--- src/hdl/cmav_pkg.sv ---
// package: modes, request kinds, address masks and vector layout for the mode address logic
package cmav_pkg;

  // ****************************************************************
  // operating modes, as strapped on the mode pins
  // ****************************************************************
  typedef enum logic [1:0] {
    CMAV_MODE_NORMAL   = 2'h0,
    CMAV_MODE_MIDDLE   = 2'h1,
    CMAV_MODE_ADVANCED = 2'h2,
    CMAV_MODE_MAXIMUM  = 2'h3
  } cmav_mode_t;

  // ****************************************************************
  // request kinds
  // ****************************************************************
  typedef enum logic [2:0] {
    CMAV_K_DATA_EA   = 3'h0,  // data effective address
    CMAV_K_PROG_EA   = 3'h1,  // program address, register jump target
    CMAV_K_VEC_ADDR  = 3'h2,  // vector number to table entry address
    CMAV_K_IND_ADDR  = 3'h3,  // 8-bit absolute to indirect operand address
    CMAV_K_VEC_TGT   = 3'h4,  // vector entry read data to branch target
    CMAV_K_IND_TGT   = 3'h5,  // indirect operand read data to branch target
    CMAV_K_STACK_PC  = 3'h6,  // pc to stacked image
    CMAV_K_PTR_STEP  = 3'h7   // pointer pre/post increment or decrement
  } cmav_kind_t;

  // aux field layout
  localparam int unsigned CMAV_AUX_VEC_LSB  = 0;   // vector number, 7 bits
  localparam int unsigned CMAV_AUX_VEC_W    = 7;
  localparam int unsigned CMAV_AUX_STEP_LSB = 0;   // step in bytes, 3 bits
  localparam int unsigned CMAV_AUX_STEP_W   = 3;
  localparam int unsigned CMAV_AUX_DEC_BIT  = 3;   // 1 = decrement
  localparam int unsigned CMAV_AUX_EXC_BIT  = 0;   // stack push is exception entry
  localparam int unsigned CMAV_AUX_USE_BIT  = 1;   // extended control reg in use

  typedef struct packed {
    cmav_kind_t  kind;
    logic [31:0] value;
    logic [7:0]  aux;
  } cmav_req_t;

  typedef struct packed {
    logic [31:0] addr;
    logic [2:0]  pc_bytes;   // stacked pc size, stack pushes only
    logic        push_ext_ctl;  // extended control reg goes on the stack too
  } cmav_res_t;

  // ****************************************************************
  // address masks, vector table and stack sizes
  // ****************************************************************
  localparam logic [31:0] CMAV_MASK_16   = 32'h0000_FFFF;
  localparam logic [31:0] CMAV_MASK_24   = 32'h00FF_FFFF;
  localparam logic [31:0] CMAV_MASK_32   = 32'hFFFF_FFFF;
  localparam logic [31:0] CMAV_VEC_BASE  = 32'h0000_0000;
  localparam int unsigned CMAV_VEC_SH_16 = 1;
  localparam int unsigned CMAV_VEC_SH_32 = 2;
  localparam logic [2:0]  CMAV_PC_B_16   = 3'h2;
  localparam logic [2:0]  CMAV_PC_B_24   = 3'h3;
  localparam logic [2:0]  CMAV_PC_B_32   = 3'h4;

endpackage : cmav_pkg

--- src/hdl/cmav_core.sv ---
// mode-dependent address, vector and stack width logic of the cpu core
//
// How it works
// normal mode reaches only 64 kbytes
// normal mode keeps low 16 address bits
// normal vectors at zero, 16-bit entries
// pointer step carry reaches extended half
// normal mode stacks pc as 16 bits
// middle: 16M program, 64K data
// middle data address sign-extends bit 15
// middle jumps use extended half too
// middle vectors 32-bit, low 24 used
// indirect operand at 8-bit absolute address
// middle indirect operand top byte zero
// middle/advanced stack pc as 24 bits
// advanced: 16M program, 4G data
// advanced/maximum extended half is upper half
// advanced vectors 32-bit, low 24 used
// advanced indirect operand top byte zero
// maximum: 4G program and data
// maximum vectors hold full 32 bits
// maximum indirect operand full 32 bits
// maximum stacks 32-bit pc plus extended control
// fetch width select, data unaffected
// software matches fetch width to code bus
// only advanced mode exists on this part
// mode latched at reset, then held
`timescale 1ns/1ns
`default_nettype none

module cmav_core
  import cmav_pkg::*;
#(
  parameter bit ADVANCED_ONLY = 1'b1
) (
  input  wire logic       core_clk_i,
  input  wire logic       reset_i,
  input  wire logic [1:0] mode_pins_i,
  input  wire logic       fetch_width_select_i,
  input  wire logic       req_valid_i,
  input  wire cmav_req_t  req_i,
  output logic            ready_o,
  output logic            res_valid_o,
  output cmav_res_t       res_o,
  output cmav_mode_t      mode_o,
  output logic            mode_unsupported_o,
  output logic            fetch_wide_o
);

  // ****************************************************************
  // mode latch sequencer
  // ****************************************************************
  typedef enum logic [1:0] {
    CMAV_ST_RESET = 2'h0,
    CMAV_ST_LATCH = 2'h1,
    CMAV_ST_RUN   = 2'h3
  } cmav_state_t;

  cmav_state_t state_reg;
  cmav_state_t state_next;
  cmav_mode_t  mode_reg;
  logic        unsup_reg;
  logic        fetch_reg;
  logic        ready_reg;
  logic        res_valid_reg;
  cmav_res_t   res_reg;
  cmav_res_t   res_next;
  logic        take;

  always_comb begin
    case (state_reg)
      CMAV_ST_RESET: state_next = CMAV_ST_LATCH;
      CMAV_ST_LATCH: state_next = CMAV_ST_RUN;
      CMAV_ST_RUN:   state_next = CMAV_ST_RUN;
      default:       state_next = CMAV_ST_RESET;
    endcase
  end

  always_ff @(posedge core_clk_i or posedge reset_i) begin
    if (reset_i) begin
      state_reg <= CMAV_ST_RESET;
    end else begin
      state_reg <= state_next;
    end
  end

  // the strap is caught once, on the second edge after release, so the pins may settle
  always_ff @(posedge core_clk_i or posedge reset_i) begin
    if (reset_i) begin
      mode_reg  <= CMAV_MODE_ADVANCED;
      unsup_reg <= 1'b0;
    end else if (state_reg == CMAV_ST_LATCH) begin
      if (ADVANCED_ONLY && mode_pins_i != CMAV_MODE_ADVANCED) begin
        // a strap for a missing mode falls back to advanced and is flagged
        mode_reg  <= CMAV_MODE_ADVANCED;
        unsup_reg <= 1'b1;
      end else begin
        mode_reg  <= cmav_mode_t'(mode_pins_i);
        unsup_reg <= 1'b0;
      end
    end
  end

  always_ff @(posedge core_clk_i or posedge reset_i) begin
    if (reset_i) begin
      ready_reg <= 1'b0;
    end else begin
      ready_reg <= (state_next == CMAV_ST_RUN);
    end
  end

  // fetch width only steers instruction fetch; no data path reads it
  always_ff @(posedge core_clk_i or posedge reset_i) begin
    if (reset_i) begin
      fetch_reg <= 1'b0;
    end else begin
      fetch_reg <= fetch_width_select_i;
    end
  end

  // ****************************************************************
  // mode dependent address formation
  // ****************************************************************
  assign take = req_valid_i && ready_reg;

  always_comb begin
    logic [31:0] v;
    logic [31:0] step;
    logic [6:0]  vnum;
    v        = req_i.value;
    step     = {29'h0, req_i.aux[CMAV_AUX_STEP_LSB +: CMAV_AUX_STEP_W]};
    vnum     = req_i.aux[CMAV_AUX_VEC_LSB +: CMAV_AUX_VEC_W];
    res_next = '0;
    case (req_i.kind)
      CMAV_K_DATA_EA: begin
        case (mode_reg)
          CMAV_MODE_NORMAL: res_next.addr = v & CMAV_MASK_16;
          CMAV_MODE_MIDDLE: begin
            // data lives in 64 kbytes folded to both ends of the 16M space
            res_next.addr = {8'h00, {8{v[15]}}, v[15:0]};
          end
          default:          res_next.addr = v;
        endcase
      end
      CMAV_K_PROG_EA: begin
        case (mode_reg)
          CMAV_MODE_NORMAL:  res_next.addr = v & CMAV_MASK_16;
          CMAV_MODE_MAXIMUM: res_next.addr = v & CMAV_MASK_32;
          // the extended half is not free here: it supplies target bits 23:16
          default:           res_next.addr = v & CMAV_MASK_24;
        endcase
      end
      CMAV_K_VEC_ADDR: begin
        if (mode_reg == CMAV_MODE_NORMAL) begin
          res_next.addr = CMAV_VEC_BASE + ({25'h0, vnum} << CMAV_VEC_SH_16);
        end else begin
          res_next.addr = CMAV_VEC_BASE + ({25'h0, vnum} << CMAV_VEC_SH_32);
        end
      end
      CMAV_K_IND_ADDR: begin
        res_next.addr = {24'h00_0000, req_i.aux};
      end
      CMAV_K_VEC_TGT, CMAV_K_IND_TGT: begin
        case (mode_reg)
          CMAV_MODE_NORMAL:  res_next.addr = v & CMAV_MASK_16;
          CMAV_MODE_MAXIMUM: res_next.addr = v;
          // top byte ignored in the table, reserved zero in the operand
          default:           res_next.addr = v & CMAV_MASK_24;
        endcase
      end
      CMAV_K_STACK_PC: begin
        case (mode_reg)
          CMAV_MODE_NORMAL: begin
            res_next.addr     = v & CMAV_MASK_16;
            res_next.pc_bytes = CMAV_PC_B_16;
            res_next.push_ext_ctl = req_i.aux[CMAV_AUX_EXC_BIT] && req_i.aux[CMAV_AUX_USE_BIT];
          end
          CMAV_MODE_MAXIMUM: begin
            res_next.addr     = v;
            res_next.pc_bytes = CMAV_PC_B_32;
            // stacked on every exception, in use or not, so frames are uniform
            res_next.push_ext_ctl = req_i.aux[CMAV_AUX_EXC_BIT];
          end
          default: begin
            res_next.addr     = v & CMAV_MASK_24;
            res_next.pc_bytes = CMAV_PC_B_24;
            res_next.push_ext_ctl = req_i.aux[CMAV_AUX_EXC_BIT] && req_i.aux[CMAV_AUX_USE_BIT];
          end
        endcase
      end
      CMAV_K_PTR_STEP: begin
        // full 32-bit add, so a carry out of the low half lands in the extended half
        if (req_i.aux[CMAV_AUX_DEC_BIT]) begin
          res_next.addr = v - step;
        end else begin
          res_next.addr = v + step;
        end
      end
      default: res_next = '0;
    endcase
  end

  always_ff @(posedge core_clk_i or posedge reset_i) begin
    if (reset_i) begin
      res_valid_reg <= 1'b0;
      res_reg       <= '0;
    end else begin
      res_valid_reg <= take;
      if (take) begin
        res_reg <= res_next;
      end
    end
  end

  assign ready_o            = ready_reg;
  assign res_valid_o        = res_valid_reg;
  assign res_o              = res_reg;
  assign mode_o             = mode_reg;
  assign mode_unsupported_o = unsup_reg;
  assign fetch_wide_o       = fetch_reg;
endmodule : cmav_core

`default_nettype wire

--- config.mk ---
export PLATFORM = sky130hd
export DESIGN_NAME = cmav_core
export DESIGN_NICKNAME = d
export VERILOG_FILES = /design/src/hdl/cmav_pkg.sv /design/src/hdl/cmav_core.sv
export SDC_FILE = /design/constraint.sdc
export NUM_CORES = 1
export LEC_CHECK = 0
export ABC_AREA = 1
export BUFFER_PORTS_ARGS = -buffer_cell sky130_fd_sc_hd__buf_2
export CAP_MARGIN = 5
export CORE_ASPECT_RATIO = 0.75
export CORE_MARGIN = 4
export CORE_UTILIZATION = 58
export DETAILED_ROUTE_END_ITERATION = 10
export PLACE_DENSITY = 0.9
export SYNTH_ARGS = -nofsm -noshare
export SYNTH_HDL_FRONTEND = slang
export SYNTH_SLANG_ARGS = --single-unit
--- constraint.sdc ---
create_clock -name core_clk_i -period 2 [get_ports core_clk_i]
set_clock_uncertainty 0.05 [all_clocks]
set_input_delay 0.3 -clock core_clk_i [delete_from_list [all_inputs] [get_ports core_clk_i]]
set_output_delay 0.3 -clock core_clk_i [all_outputs]
set_load 0.01 [all_outputs]
==> results of run 1 <==
[Yosys cell counts, types with 2 or more instances]
master / n / share of area, %
nand3_2: 5 / 1.0
buf_2: 2 / 0.20
o21ai_1: 9 / 0.91
dfrtp_1: 42 / 21
nor3_2: 4 / 0.81
nor2_2: 12 / 1.5
inv_2: 6 / 0.46
nand4_1: 3 / 0.38
nor3_1: 4 / 0.41
a221oi_1: 2 / 0.36
a31oi_1: 3 / 0.38
o21ai_0: 24 / 2.4
nand3_1: 58 / 5.9
a21o_1: 3 / 0.46
buf_4: 4 / 0.61
nand2_2: 19 / 2.4
nand2_1: 283 / 22
a32oi_1: 2 / 0.36
nand3b_1: 4 / 0.61
ha_1: 43 / 11
clkbuf_1: 7 / 0.53
a21oi_1: 62 / 6.3
xnor2_1: 2 / 0.36
nor2_1: 46 / 3.5
o211ai_1: 3 / 0.46
inv_1: 150 / 11
or2_2: 15 / 1.9
[through the flow]
| step | std cells | TNS [ns] | hold slack, ns | utilization (%) |
|---|---|---|---|---|
| CTS | 1120 | -7.974 | 0.05715 | 90.58 |
| global placement | 1097 | -19.52 | 0.3136 | 79.04 |
| detailed placement | 1097 | -20.76 | 0.3172 | 79.04 |
| floorplan | 828 | -5.664 | 0.2814 | - |
[logic make-up after synthesis]
family / Yosys count / synth area share, %
fa+ha+maj: 44 / 11.32
xor+xnor: 2 / 0.3553
compound gates: 113 / 12.46
buf+inv: 169 / 13.22
simple gates: 457 / 40.80
flops: 43 / 21.85
[what timing repair did]
item / in CTS
setup buffers: 14
resized for setup: 158
endpoints found under the setup margin: 30
pin swaps: 63
endpoints found under the hold margin: 0
cloned: 2
hold buffers: 0
==> run_results.csv, run 1 <==
group,metric,value,unit
synth,synth.avg_cell_area,5.955,sq um
floorplan,initial_utilization,60.93,%
floorplan,die_h,87.85,um
floorplan,die_w,114.5,um
global_route,grt_max_degree,44,
clocking,cts_buffer_depth,2,
placed_design,port_buffers,90,
clocking,cts_root_buf,"clkbuf_16",
synth,async_reset_ff_share,100.0,%
timing,worst_endpoint_kind,"sequential cell input",
synth,ys_seq_area_share,21.85,%
placed_design,dpl_cell_area,0.006396,sq mm
clocking,cts_buffers,5,
placed_design,place.detailed.hpwl,13430,um
synth,synth_edf_count,0,
synth,ys_seq_elements,43,
placed_design,pre_cts_slack,-0.7941,ns
synth,netlist_instances,828,
synth,syn-num-nets,921,
clocking,cts.sinks,43,
status,haltStage,"5_1_grt",
synth,synth-main-ff-cell,"dfrtp_1",
timing,worstEndpointGrtRepair,"res_o[34]$_DFFE_PP0P_/D",
status,status,"did not finish",
clocking,h-tree-depth,2,
floorplan,rows,28,
floorplan,io-pin-count,91,
synth,syn_area,0.004931,sq mm
synth,yosys.cell_types.count,38,
synth,ys_warn_count,0,
status,firstError,"[ERROR DPL-0038] Utilization greater than 100%, impossible to legalize",
placed_design,gp_congestion,1.039,
==> inputs of run 2 (changes only) <==
--- a/config.mk
+++ b/config.mk
@@ -8,11 +8,10 @@
 export ABC_AREA = 1
 export BUFFER_PORTS_ARGS = -buffer_cell sky130_fd_sc_hd__buf_2
 export CAP_MARGIN = 5
-export CORE_ASPECT_RATIO = 0.75
 export CORE_MARGIN = 4
-export CORE_UTILIZATION = 58
+export CORE_UTILIZATION = 40
 export DETAILED_ROUTE_END_ITERATION = 10
-export PLACE_DENSITY = 0.9
+export PLACE_DENSITY_LB_ADDON = 0.15
 export SYNTH_ARGS = -nofsm -noshare
 export SYNTH_HDL_FRONTEND = slang
 export SYNTH_SLANG_ARGS = --single-unit
==> run_results.csv, run 2 <==
group,metric,value,unit
synth,syn-num-nets,921,
worst_hold_path,hold_class,"in2reg",
worst_setup_path,path_buf_inv,4,
synth,synth_top_area_cell,"nand2_1",
worst_setup_path,r2r_slack,0.11,ns
clocking,cts_buffers,5,
synth,ys_seq_elements,43,
synth,ys_seq_area_share,21.85,%
cells_and_area,largest_reg_flops,36,
clocking,clk_latency,0.30,ns
timing,fin_crit,2.324,ns
worst_hold_path,holdPathEnd,"fetch_wide_o",
synth,netlist_top_cells_count,"283 x nand2_1, 150 x inv_1, 62 x a21oi_1",
route,wl_per_cell,16.10,um
timing,whs,0.04347,ns
power,p_sw,1.748,mW
worst_setup_path,critPathKind,"in2reg",
cells_and_area,final_cell_mix,"204 x nand2_1, 130 x inv_1, 89 x buf_4",
synth,ys_warn_count,0,
placed_design,place.detailed.hpwl,13420,um
power,pwr-share-comb,53.3,%
clocking,cts_tree,"built",
synth,async_reset_ff_share,100.0,%
floorplan,rows,40,
clocking,cts.sinks,43,
timing,max_slew.worst_pin.slew,0.4226,ns
cells_and_area,drive_above_1_share,47.56,%
worst_setup_path,cp_top_family,"simple AND/OR/NAND/NOR gates",
power,swShare,42.23,%
timing,rsz0062_at_grt,"yes",
power,peakVddDrop,506.6,uV
clocking,cts_buffer_depth,2,
timing,timing.fmax,430.3,MHz
global_route,grt_pass1_wl,28500,um
global_route,antenna_found_initial,0,
cells_and_area,stdcell_count,1192,
placed_design,placedCellCount,1160,
worst_hold_path,whs_path_depth,1,
clocking,cts_root_buf,"clkbuf_16",
route,dr.max_layer_used,"met4",
power,p_clk_share,22.6,%
cells_and_area,area_growth,61.71,%
placed_design,pre_cts_slack,-0.8727,ns
route,routed_wl,19190,um
timing,drv_slew,0,
synth,yosys.cell_types.count,38,
floorplan,core,0.01206,sq mm
synth,yosysMostFrequentCell,"nand2_1",
route,first_iter_violations,478,
worst_setup_path,ff2ff_path_depth,7,
route,wl_met2,8864,um
synth,synth.avg_cell_area,5.955,sq um
worst_setup_path,cpPeakStageDelay,0.34,ns
synth,synth_edf_count,0,
worst_hold_path,hp-start,"fetch_width_select_i",
synth,netlist_instances,828,
worst_setup_path,r2r-start,"mode_o[1]",
clocking,h-tree-depth,2,
floorplan,initial_utilization,40.88,%
cells_and_area,layout.nets,1116,
power,powerDensity,519.0,mW/mm^2
placed_design,port_buffers,90,
cells_and_area,insertedDiodeCount,0,
worst_setup_path,crit_fanout,8,
synth,synth.area.top_cells,"nand2_1 22%, dfrtp_1 21%, inv_1 11%",
synth,synth_top_area_share,21.54,%
worst_setup_path,required,2.16,ns
route,drc,0,
route,route.met3.wl,1347,um
route,viasPerCell,5.102,
worst_setup_path,worstPathArrival,2.48,ns
flow_run,cap_violations,0,
timing,fin_ws,-0.3242,ns
floorplan,die_w,119.0,um
timing,maxSlewHeadroom,71.64,%
worst_setup_path,cp-start-kind,"input pin",
placed_design,gp_congestion,0.9120,
synth,synth-main-ff-cell,"dfrtp_1",
synth,syn_area,0.004931,sq mm
timing,hold_viol_final,0,
clocking,clkSlewWorstSetupHoldPaths,0.07,ns
timing,period_share,116.2,%
worst_setup_path,path_cells,"buf_12, inv_12, ha_4, ha_4, or2_4, ha_4, nand2_4, buf_6, nor3_2, nand2_2, nand2_2, nand2_2, nand2_1, nand2_1, nand3_2, nand3_2, nand2_1, inv_1",
cells_and_area,layout_commonest_cell,"nand2_1",
floorplan,io-pin-count,91,
floorplan,die_h,119.0,um
route,vias,6081,
global_route,grt_max_degree,33,
route,wirelength_met1,8522,um
worst_setup_path,critPathSlowestCell,"or2_4",
power,p_leak,4.121,nW
global_route,grt_pass1_vias,5613,
status,status,"finished with violations",
power,power.internal,2.391,mW
timing,setup_viol,28,
global_route,track_usage,25.02,%
status,violations,"negative setup slack",
cells_and_area,fin_util,66.11,%
power,p_seq_share,24.0,%
worst_setup_path,crit_path_end_kind,"flip-flop",
worst_setup_path,timing.rr.end,"res_o[10]",
route,dr.pass1.iters,5,
floorplan,fp.dieArea,0.01417,sq mm
route,antenna_left,0,
global_route,overflow,0,
[run 2: cell type report]
class | instances | area, sq um
clock buffers | 5 | 125.1
clock inverters | 3 | 26.28
fillers | 1032 | 4088
inverters | 156 | 605.6
multi-input cells | 618 | 4539
flip-flops and latches | 43 | 1077
well taps | 168 | 210.2
repair buffers | 199 | 1390
[run 2: worst reg2reg max path, delay by kind of cell, from the launching register on]
family,cells,cell delay (ns)
AO/OA/AOI/OAI,3,0.59
adder cells (fa/ha/maj),1,0.22
buffers and inverters,2,0.24
flip-flops,1,0.56
AND/OR/NAND/NOR,1,0.09
[run 2: worst max path at each step]
stage | startpoint | to | slack (ns) | cells after the start
4_1_cts | req_i[1] | res_o[31] | -0.27 | 20
3_3_place_gp | req_i[1] | res_o[35] | -0.85 | 19
5_1_grt | req_i[1] | res_o[33] | -0.41 | 18
3_5_place_dp | req_i[1] | res_o[27] | -0.87 | 19
6_report | req_i[1] | res_o[33] | -0.32 | 18
2_1_floorplan | req_i[1] | res_o[35] | -0.28 | 17
[run 2: power groups by stage]
stage | Combinational, mW | Sequential, mW | Clock [mW]
floorplan | 0.923 | 1.05 | 0
detailed placement | 1.60 | 1.01 | 0
global placement | 1.59 | 1.01 | 0
global route | 2.39 | 1.01 | 0.981
finish | 2.21 | 0.995 | 0.937
CTS | 1.81 | 0.994 | 0.947
[run 2: logic make-up after synthesis]
| family | share of synthesized area, % |
|---|---|
| flops | 21.85 |
| simple gates | 40.80 |
| xor+xnor | 0.3553 |
| fa+ha+maj | 11.32 |
| compound gates | 12.46 |
| buf+inv | 13.22 |
[run 2: what timing repair did]
action | in CTS | in global routing
hold buffers | 1 | 0
setup buffers | 6 | 14
endpoints found under the setup margin | 29 | 30
gates cloned | 2 | 1
pin swaps | 60 | 103
hold endpoints to repair | 13 | 0
gates resized for setup | 119 | 168
[run 2: metal layers]
layer	GRT usage, %	up-vias
li1	-	2999
met1	35.52	2829
met2	39.49	216
met3	4.179	37
met4	6.300	0
met5	0	-
[run 2: stage by stage]
stage               power (mW)  TNS, ns  instance area (sq um)
CTS                      3.749   -5.484                   7169
global placement         2.597   -20.99                   6462
finish                   4.139   -5.562                   7974
global route             4.376   -8.106                   7974
detailed placement       2.605   -21.48                   6462
floorplan                1.971   -5.664                   5202
(Power assumes the default switching activity.)
